[src/core/mitc_pkg.sv]
// constants and types of the instruction timing core
`default_nettype none
// Overview of operation
// - one instruction cycle is four clock cycles; all timing counts in them.
// - ordinary ops take one cycle; jumps, calls, returns and table reads two.
// - writing the low program counter byte jumps there at one extra cycle.
// - a skip test costs one cycle, and one more when it does skip.
// - a true skip test passes over the next instruction, else it runs.
// - add sets carry above 255 and subtract sets it on a result below 0.
// - increment and decrement change by one, to memory or accumulator.
// - and, or, xor and complement set zero on a zero result, else clear it.
// - rotates move one bit; the carry forms swap the lost bit with carry.
// - bit set and clear change only the addressed bit of a memory byte.
// - a call saves the return address, the return resumes after the call.
// - moves carry bytes memory to accumulator, back, and immediate in.
// - table reads fetch program memory words into data registers.
// - add and subtract update zero, carry, aux, overflow and signed carry.
package mitc_pkg;

  localparam int ICYC_CLKS = 4;
  localparam logic [7:0] PCL_ADDR = 8'h02;
  localparam logic [7:0] ACC_RST = 8'h00;
  localparam logic [5:0] FLAGS_RST = 6'h00;
  localparam int FLG_Z = 0;
  localparam int FLG_C = 1;
  localparam int FLG_AC = 2;
  localparam int FLG_OV = 3;
  localparam int FLG_SC = 4;
  localparam int FLG_CZ = 5;
  localparam logic [5:0] MASK_ADD = 6'h1F;
  localparam logic [5:0] MASK_SUB = 6'h3F;
  localparam logic [5:0] MASK_Z = 6'h01;
  localparam logic [5:0] MASK_C = 6'h02;
  localparam int OPC_MSB = 15;
  localparam int OPC_LSB = 11;

  typedef enum logic [4:0] {
    op_nop = 5'h00,
    op_add = 5'h01,
    op_adc = 5'h02,
    op_sub = 5'h03,
    op_sbc = 5'h04,
    op_and = 5'h05,
    op_or = 5'h06,
    op_xor = 5'h07,
    op_bitwise_complement = 5'h08,
    op_inc = 5'h09,
    op_dec = 5'h0A,
    op_ror = 5'h0B,
    op_rol = 5'h0C,
    op_rotate_right_through_carry = 5'h0D,
    op_rotate_left_through_carry = 5'h0E,
    op_move_to_acc = 5'h0F,
    op_move_to_mem = 5'h10,
    op_bit_set = 5'h11,
    op_bit_clear = 5'h12,
    op_skip_zero = 5'h13,
    op_skip_nonzero = 5'h14,
    op_skip_bit_zero = 5'h15,
    op_skip_bit_one = 5'h16,
    op_jump_unconditional = 5'h17,
    op_call = 5'h18,
    op_subroutine_back = 5'h19,
    op_interrupt_exit = 5'h1A,
    op_table_read = 5'h1B
  } mitc_op_type;

  typedef enum logic [1:0] {
    ph_fetch = 2'b00,
    ph_read = 2'b01,
    ph_write = 2'b10,
    ph_commit = 2'b11
  } mitc_phase_type;

endpackage
`default_nettype wire

[src/core/mitc_alu.sv]
// eight bit datapath of the instruction timing core
`timescale 1ns/1ns
`default_nettype none
module mitc_alu (
  input wire mitc_pkg::mitc_op_type op,
  input wire logic [7:0] a,
  input wire logic [7:0] m,
  input wire logic [2:0] bidx,
  input wire logic cin,
  input wire logic czin,
  output logic [7:0] res,
  output logic [5:0] flags,
  output logic [5:0] fmask,
  output logic test
);
  import mitc_pkg::*;
  logic [8:0] sum;
  logic [4:0] lo;
  logic cy;
  logic [7:0] bmask;

  always_comb begin
    sum = 9'h000;
    lo = 5'h00;
    cy = 1'h0;
    bmask = 8'h01 << bidx;
    res = a;
    flags = 6'h00;
    fmask = 6'h00;
    test = 1'h0;
    case (op)
      op_add, op_adc: begin
        cy = (op == op_adc) & cin;
        sum = {1'h0, a} + {1'h0, m} + {8'h00, cy};
        lo = {1'h0, a[3:0]} + {1'h0, m[3:0]} + {4'h0, cy};
        res = sum[7:0];
        flags[FLG_C] = sum[8];
        flags[FLG_AC] = lo[4];
        flags[FLG_OV] = (a[7] == m[7]) && (res[7] != a[7]);
        fmask = MASK_ADD;
      end
      op_sub, op_sbc: begin
        cy = (op == op_sbc) & cin;
        sum = {1'h0, a} - {1'h0, m} - {8'h00, cy};
        lo = {1'h0, a[3:0]} - {1'h0, m[3:0]} - {4'h0, cy};
        res = sum[7:0];
        flags[FLG_C] = sum[8];
        flags[FLG_AC] = lo[4];
        flags[FLG_OV] = (a[7] != m[7]) && (res[7] != a[7]);
        flags[FLG_CZ] = (res == 8'h00) && ((op == op_sub) || czin);
        fmask = MASK_SUB;
      end
      op_and: begin
        res = a & m;
        fmask = MASK_Z;
      end
      op_or: begin
        res = a | m;
        fmask = MASK_Z;
      end
      op_xor: begin
        res = a ^ m;
        fmask = MASK_Z;
      end
      op_bitwise_complement: begin
        res = ~m;
        fmask = MASK_Z;
      end
      op_inc: begin
        res = m + 8'h01;
        fmask = MASK_Z;
      end
      op_dec: begin
        res = m - 8'h01;
        fmask = MASK_Z;
      end
      op_ror: res = {m[0], m[7:1]};
      op_rol: res = {m[6:0], m[7]};
      op_rotate_right_through_carry: begin
        res = {cin, m[7:1]};
        flags[FLG_C] = m[0];
        fmask = MASK_C;
      end
      op_rotate_left_through_carry: begin
        res = {m[6:0], cin};
        flags[FLG_C] = m[7];
        fmask = MASK_C;
      end
      op_move_to_acc: res = m;
      op_move_to_mem: res = a;
      op_bit_set: res = m | bmask;
      op_bit_clear: res = m & ~bmask;
      op_skip_zero: test = (m == 8'h00);
      op_skip_nonzero: test = (m != 8'h00);
      op_skip_bit_zero: test = ((m & bmask) == 8'h00);
      op_skip_bit_one: test = ((m & bmask) != 8'h00);
      default: res = a;
    endcase
    flags[FLG_Z] = (res == 8'h00);
    flags[FLG_SC] = flags[FLG_OV] ^ res[7];
  end
endmodule // mitc_alu
`default_nettype wire

[src/core/mitc_core.sv]
// instruction sequencer with prefetch, stack and table read
`timescale 1ns/1ns
`default_nettype none
module mitc_core #(
  parameter int PC_W = 11,
  parameter int STACK_DEPTH = 8
) (
  input wire logic clk,
  input wire logic arst_n,
  output logic [PC_W-1:0] pmem_addr,
  input wire logic [15:0] pmem_rdata,
  output logic [7:0] dmem_addr,
  input wire logic [7:0] dmem_rdata,
  output logic [7:0] dmem_wdata,
  output logic dmem_we,
  output logic [7:0] acc,
  output logic [5:0] status,
  output logic [7:0] table_high,
  output logic icyc_start
);
  import mitc_pkg::*;
  localparam int SP_W = $clog2(STACK_DEPTH);

  mitc_phase_type phase_ff, nxt_phase;
  logic [PC_W-1:0] pc_ff, nxt_pc;
  logic [15:0] ir_ff, nxt_ir;
  logic bub_ff, nxt_bub;
  logic [7:0] acc_ff, nxt_acc;
  logic [5:0] flags_ff, nxt_flags;
  logic [7:0] res_ff, nxt_res;
  logic [7:0] tblh_ff, nxt_tblh;
  logic [5:0] rflg_ff, nxt_rflg;
  logic [SP_W-1:0] sp_ff, nxt_sp;
  logic [PC_W-1:0] stk_ff [STACK_DEPTH];
  logic [PC_W-1:0] nxt_stk [STACK_DEPTH];

  mitc_op_type op;
  logic [7:0] mfield;
  logic [PC_W-1:0] pc_cur;
  logic [PC_W-1:0] tbl_addr;
  logic bitop, imm_use, exec, tbl_bub;
  logic to_mem, to_acc, pcl_wr, transfer, skip_taken, flush;
  logic [7:0] opnd;
  logic [7:0] alu_res;
  logic [5:0] alu_flags, alu_mask;
  logic alu_test;

  // instruction word fields
  always_comb begin
    op = mitc_op_type'(ir_ff[OPC_MSB:OPC_LSB]);
    mfield = ir_ff[7:0];
    pc_cur = pc_ff - PC_W'(1);
    tbl_addr = {pc_ff[PC_W-1:8], acc_ff};
    bitop = (op == op_bit_set) || (op == op_bit_clear) ||
            (op == op_skip_bit_zero) || (op == op_skip_bit_one);
    imm_use = ir_ff[9] && !bitop;
    exec = !bub_ff;
    tbl_bub = bub_ff && (op == op_table_read);
    to_mem = 1'h0;
    to_acc = 1'h0;
    unique case (op)
      op_add, op_adc, op_sub, op_sbc, op_and, op_or, op_xor,
      op_bitwise_complement, op_inc, op_dec, op_ror, op_rol,
      op_rotate_right_through_carry, op_rotate_left_through_carry: begin
        to_mem = ir_ff[10] && !imm_use;
        to_acc = !to_mem;
      end
      op_move_to_acc: to_acc = 1'h1;
      op_move_to_mem, op_bit_set, op_bit_clear: to_mem = 1'h1;
      default: begin
        to_mem = 1'h0;
        to_acc = 1'h0;
      end
    endcase
    pcl_wr = exec && to_mem && (mfield == PCL_ADDR);
    transfer = (op == op_jump_unconditional) || (op == op_call) ||
               (op == op_subroutine_back) || (op == op_interrupt_exit);
    skip_taken = exec && alu_test;
    flush = exec && (transfer || (op == op_table_read) || pcl_wr ||
            alu_test);
    if (imm_use) begin
      opnd = mfield;
    end else if (mfield == PCL_ADDR) begin
      opnd = pc_cur[7:0];
    end else begin
      opnd = dmem_rdata;
    end
  end

  mitc_alu u_alu (
    .op(op),
    .a(acc_ff),
    .m(opnd),
    .bidx(ir_ff[10:8]),
    .cin(flags_ff[FLG_C]),
    .czin(flags_ff[FLG_CZ]),
    .res(alu_res),
    .flags(alu_flags),
    .fmask(alu_mask),
    .test(alu_test)
  );

  assign pmem_addr = (tbl_bub && !phase_ff[1]) ? tbl_addr : pc_ff;
  assign dmem_addr = mfield;
  assign dmem_wdata = res_ff;
  assign dmem_we = (phase_ff == ph_write) &&
                   ((exec && to_mem && !pcl_wr) || tbl_bub);
  assign acc = acc_ff;
  assign status = flags_ff;
  assign table_high = tblh_ff;
  assign icyc_start = (phase_ff == ph_fetch);

  always_comb begin
    nxt_phase = phase_ff;
    nxt_pc = pc_ff;
    nxt_ir = ir_ff;
    nxt_bub = bub_ff;
    nxt_acc = acc_ff;
    nxt_flags = flags_ff;
    nxt_res = res_ff;
    nxt_tblh = tblh_ff;
    nxt_rflg = rflg_ff;
    nxt_sp = sp_ff;
    nxt_stk = stk_ff;
    unique case (phase_ff)
      ph_fetch: nxt_phase = ph_read;
      ph_read: begin
        nxt_phase = ph_write;
        if (tbl_bub) begin
          nxt_res = pmem_rdata[7:0];
          nxt_tblh = pmem_rdata[15:8];
        end else begin
          nxt_res = alu_res;
          // flags taken before memory write back
          nxt_rflg = alu_flags;
        end
      end
      ph_write: nxt_phase = ph_commit;
      ph_commit: begin
        nxt_phase = ph_fetch;
        nxt_bub = flush;
        if (!flush) begin
          nxt_ir = pmem_rdata;
        end
        nxt_pc = pc_ff + PC_W'(1);
        if (exec) begin
          if (to_acc) begin
            nxt_acc = res_ff;
          end
          nxt_flags = (flags_ff & ~alu_mask) | (rflg_ff & alu_mask);
          unique case (op)
            op_jump_unconditional: nxt_pc = ir_ff[PC_W-1:0];
            op_call: begin
              nxt_stk[sp_ff] = pc_ff;
              nxt_sp = sp_ff + SP_W'(1);
              nxt_pc = ir_ff[PC_W-1:0];
            end
            op_subroutine_back, op_interrupt_exit: begin
              nxt_sp = sp_ff - SP_W'(1);
              nxt_pc = stk_ff[sp_ff - SP_W'(1)];
            end
            op_table_read: nxt_pc = pc_ff;
            default: begin
              if (pcl_wr) begin
                nxt_pc = {pc_ff[PC_W-1:8], res_ff};
              end
            end
          endcase
          if (skip_taken) begin
            nxt_pc = pc_ff + PC_W'(1);
          end
        end
      end
    endcase
  end

  always_ff @(posedge clk or negedge arst_n) begin
    if (!arst_n) begin
      phase_ff <= ph_fetch;
      pc_ff <= '0;
      ir_ff <= 16'h0000;
      bub_ff <= 1'h1;
      acc_ff <= ACC_RST;
      flags_ff <= FLAGS_RST;
      res_ff <= 8'h00;
      tblh_ff <= 8'h00;
      rflg_ff <= 6'h00;
      sp_ff <= '0;
    end else begin
      phase_ff <= nxt_phase;
      pc_ff <= nxt_pc;
      ir_ff <= nxt_ir;
      bub_ff <= nxt_bub;
      acc_ff <= nxt_acc;
      flags_ff <= nxt_flags;
      res_ff <= nxt_res;
      tblh_ff <= nxt_tblh;
      rflg_ff <= nxt_rflg;
      sp_ff <= nxt_sp;
    end
  end

  // return stack storage
  always_ff @(posedge clk or negedge arst_n) begin
    if (!arst_n) begin
      for (int i = 0; i < STACK_DEPTH; i++) begin
        stk_ff[i] <= '0;
      end
    end else begin
      stk_ff <= nxt_stk;
    end
  end
endmodule // mitc_core
`default_nettype wire

[config.mk]
export PLATFORM = sky130hd
export DESIGN_NAME = mitc_core
export DESIGN_NICKNAME = d
export VERILOG_FILES = /design/src/core/mitc_pkg.sv /design/src/core/mitc_alu.sv /design/src/core/mitc_core.sv
export SDC_FILE = /design/constraint.sdc
export NUM_CORES = 1
export LEC_CHECK = 0
export ABC_AREA = 1
export BUFFER_PORTS_ARGS = -buffer_cell sky130_fd_sc_hd__buf_2
export CAP_MARGIN = 10
export CORE_ASPECT_RATIO = 0.9
export CORE_UTILIZATION = 50
export CTS_BUF_LIST = sky130_fd_sc_hd__clkbuf_4 sky130_fd_sc_hd__clkbuf_8
export DETAILED_ROUTE_END_ITERATION = 10
export PLACE_DENSITY = 0.68
export SYNTH_ARGS = -nofsm -noshare
export SYNTH_HDL_FRONTEND = slang
export SYNTH_SLANG_ARGS = --single-unit
[constraint.sdc]
create_clock -name clk -period 5.1 [get_ports clk]
set_clock_uncertainty 0.1 [all_clocks]
set_input_delay 0.51 -clock clk [delete_from_list [all_inputs] [get_ports clk]]
set_output_delay 0.51 -clock clk [all_outputs]
set_load 0.02 [all_outputs]
==> results_dict.tcl <==
set metrics [dict create \
    via_per_inst 5.729 \
    powerDensity_mw_per_mm2 704.3 \
    cts_buffer_depth 2 \
    cts.repair.resized 0 \
    worstSetupEndpointType "flop" \
    async_reset_ff_frac 1.000 \
    fin_nets 1644 \
    max-vdd-ir-drop_mv 0.3351 \
    synth_seq_cells 157 \
    cap_violations 0 \
    die_w_um 155.7 \
    htreeDepth 4 \
    antenna_found_initial 0 \
    hold_class "input pin to flop" \
    crit_arrival_ns 4.76 \
    dp_worst_setup_slack_ns 0.7741 \
    crit_path_start "pc_ff[0]$_DFFE_PN0P_" \
    ctsHoldBuffers 1 \
    synth-edff-count 0 \
    drtPass1Iterations 8 \
    rows 50 \
    drc 0 \
    path_class "flop to flop" \
    overflow 0 \
    cts_buffers 17 \
    cts_root_buf "clkbuf_8" \
    outcome "finished, final reports clean" \
    post_cts_buffers 0 \
    io_buffers 76 \
    clk_pin_slew_worst_paths_ns 0.10 \
    start_util 0.5101 \
    use_met2 0.4860 \
    setup_viol 0 \
    maxSlewHeadroom 0.2225 \
    regArea_mm2 0.003930 \
    syn_area_mm2 0.01063 \
    totalWireLength_um 36200 \
    grt_pass1_wl_um 56350 \
    grt_max_degree 78 \
    use_met3 0.06931 \
    cts.sinks 157 \
    grt_use_met1 0.5303 \
    antenna_left 0 \
    fillCellCount 2111 \
    worst_slew_pin_slew_ns 1.159 \
    layoutNonFillerInstCount 1876 \
    yosysSeqAreaShare 0.3698 \
    track_usage 0.3419 \
    drive_gt1_frac 0.1031 \
    fin_crit_sh 0.8840 \
    dp_hpwl_um 26850 \
    hold_viol 0 \
    gp_congestion 1.022 \
    vias 10750 \
    synth_cell_types 48 \
    busiest_layer "met1" \
    rsz0062_at_grt "false" \
    syn_inst 1545 \
    critPathRequiredTime_ns 5.36 \
    multiInputGateArea_mm2 0.005808 \
    rr_worst_depth 25 \
    core_area_mm2 0.02083 \
    synth_ff_type "dfrtp_1" \
    areaGrowthSynthToFinish_pct 7.818 \
    fmax_mhz 221.8 \
    grt_pass1_vias 9689 \
    setup_tns_ns 0 \
    cts_tree "built" \
    dieArea_mm2 0.02184 \
    r2r_slack_ns 0.59 \
    wl_per_cell_um 19.30 \
    yosysWarnings 0 \
    boundaryPins 77 \
    syn-num-nets 1612 \
    place_area_mm2 0.01108 \
    critPathCapture "rflg_ff[4]$_DFFE_PN0P_" \
    reg2reg_from "pc_ff[0]$_DFFE_PN0P_" \
    insertion_delay_ns 0.47 \
    layout_setup_ws_ns 0.5918 \
    cp_max_fo 13 \
    diodes 0 \
    startpoint_type "flop" \
    rr_endpoint "rflg_ff[4]$_DFFE_PN0P_" \
    drtIter0Drc 1157 \
    dpl.cell_count 1843 \
    p_leak_nw 5.868 \
    drv_slew 0 \
    die_y_um 140.3 \
    layout_min_cycle_time_ns 4.508 \
    avgSynthCellArea_um2 6.878 \
    fin_area_mm2 0.01146 \
]
## cell usage after synthesis, types with 15 or more instances
library cell / n / area share
xor2_1: 17 / 0.014
a22oi_1: 18 / 0.013
nand3_1: 111 / 0.052
buf_4: 15 / 0.011
o21ai_0: 136 / 0.064
nand2_2: 16 / 0.0094
dfrtp_1: 156 / 0.37
a21oi_1: 67 / 0.032
nor2_1: 136 / 0.048
clkbuf_1: 42 / 0.015
nand2_1: 517 / 0.18
inv_1: 133 / 0.047
nand4_1: 23 / 0.014
ha_1: 37 / 0.044
## layout make-up
cell class	count	area share
clock buffer	19	0.02282
clock inverter	13	0.009283
inverter	145	0.04750
multi-input combinational	1172	0.5069
sequential	157	0.3430
tap	286	0.03123
timing repair buffer	84	0.03921
## critical path, cell delays in order, from the launching register on
cell and delay, ns:
dfrtp_1 0.45, inv_1 0.31, ha_1 0.31, nand2_1 0.09, nand2_1 0.06, nand2_1 0.05, nand2_1 0.05, nand3_1 0.12
nand2_1 0.22, inv_1 0.13, ha_1 0.36, inv_1 0.13, ha_1 0.37, a21o_1 0.19, a31oi_1 0.18, nand3b_1 0.13
nand2_1 0.13, nor2_1 0.05, nor2_1 0.08, nand3_1 0.07, nor2_1 0.13, nand2_1 0.06, nor2_1 0.26, inv_1 0.16
nand2_1 0.09, nand3_1 0.08
## power by group
group	leakage (nW)	total [W]	internal, W	switching [W]
Sequential	2.04	0.00191	0.00151	0.000406
Clock	0.173	0.000908	0.000371	0.000537
Combinational	3.65	0.00525	0.00161	0.00364
Total	5.87	0.00807	0.00349	0.00458
## registers in the layout (all words and copies together), names as in the netlist, named ones only
name / count
stk_ff: 88
ir_ff: 16
pc_ff: 11
acc: 8
dmem_wdata: 8
table_high: 8
rflg_ff: 6
sp_ff: 3
phase_ff: 2
bub_ff: 1
## routing by layer
layer / up-vias / wire length, um
met5: - / 0
met4: 0 / 507
met3: 43 / 3701
met2: 530 / 15030
met1: 5091 / 16970
li1: 5083 / -
## layout by cell type, fill, tap and decap left out, types with 3 or more instances in the layout
cell,instances
a21oi_1,67
a221oi_1,10
a22oi_1,18
buf_2,75
buf_4,7
clkbuf_8,19
clkinv_1,3
clkinv_4,3
clkinvlp_4,5
dfrtp_1,156
fa_1,4
ha_1,37
inv_1,133
inv_2,9
inv_6,3
mux2_2,3
nand2_1,517
nand2_2,16
nand2_4,6
nand3_1,111
nand3b_1,3
nand4_1,23
nor2_1,136
nor2_2,4
nor3_1,10
o211ai_1,9
o21ai_0,136
o221ai_1,7
o22ai_1,7
or2_2,5
xnor2_1,5
xor2_1,17
## worst min-delay path by stage
stage | cells after the start | slack (ns) | endpoint | from
global placement | 2 | 0.35 | table_high[0]$_DFFE_PN0P_ | table_high[0]$_DFFE_PN0P_
finish | 3 | 0.16 | table_high[7]$_DFFE_PN0P_ | pmem_rdata[15]
floorplan | 0 | 0.11 | async pin | arst_n
CTS | 3 | 0.14 | table_high[5]$_DFFE_PN0P_ | pmem_rdata[13]
global route | 3 | 0.16 | table_high[4]$_DFFE_PN0P_ | pmem_rdata[12]
detailed placement | 2 | 0.36 | table_high[0]$_DFFE_PN0P_ | table_high[0]$_DFFE_PN0P_
## stage by stage
| stage | util | power, W | hold WS, ns |
|---|---|---|---|
| finish | 0.5500 | 0.008070 | 0.1557 |
| detailed placement | 0.5318 | 0.007008 | 0.3585 |
| global route | 0.5500 | 0.008735 | 0.1625 |
| global placement | 0.5318 | 0.006985 | 0.3514 |
| floorplan | - | 0.005565 | 0.1144 |
| CTS | 0.5500 | 0.007932 | 0.1357 |
## cells by family after synthesis
kind of cell | synth area share
and+or+nand+nor | 0.3292
AOI/OAI and AO/OA | 0.1440
muxes | 0.004121
buffers and inverters | 0.08360
xor gates and xnor gates | 0.01813
DFF | 0.3698
adders and majority gates | 0.05110
No activity file was read; power rests on OpenSTA's default activity.
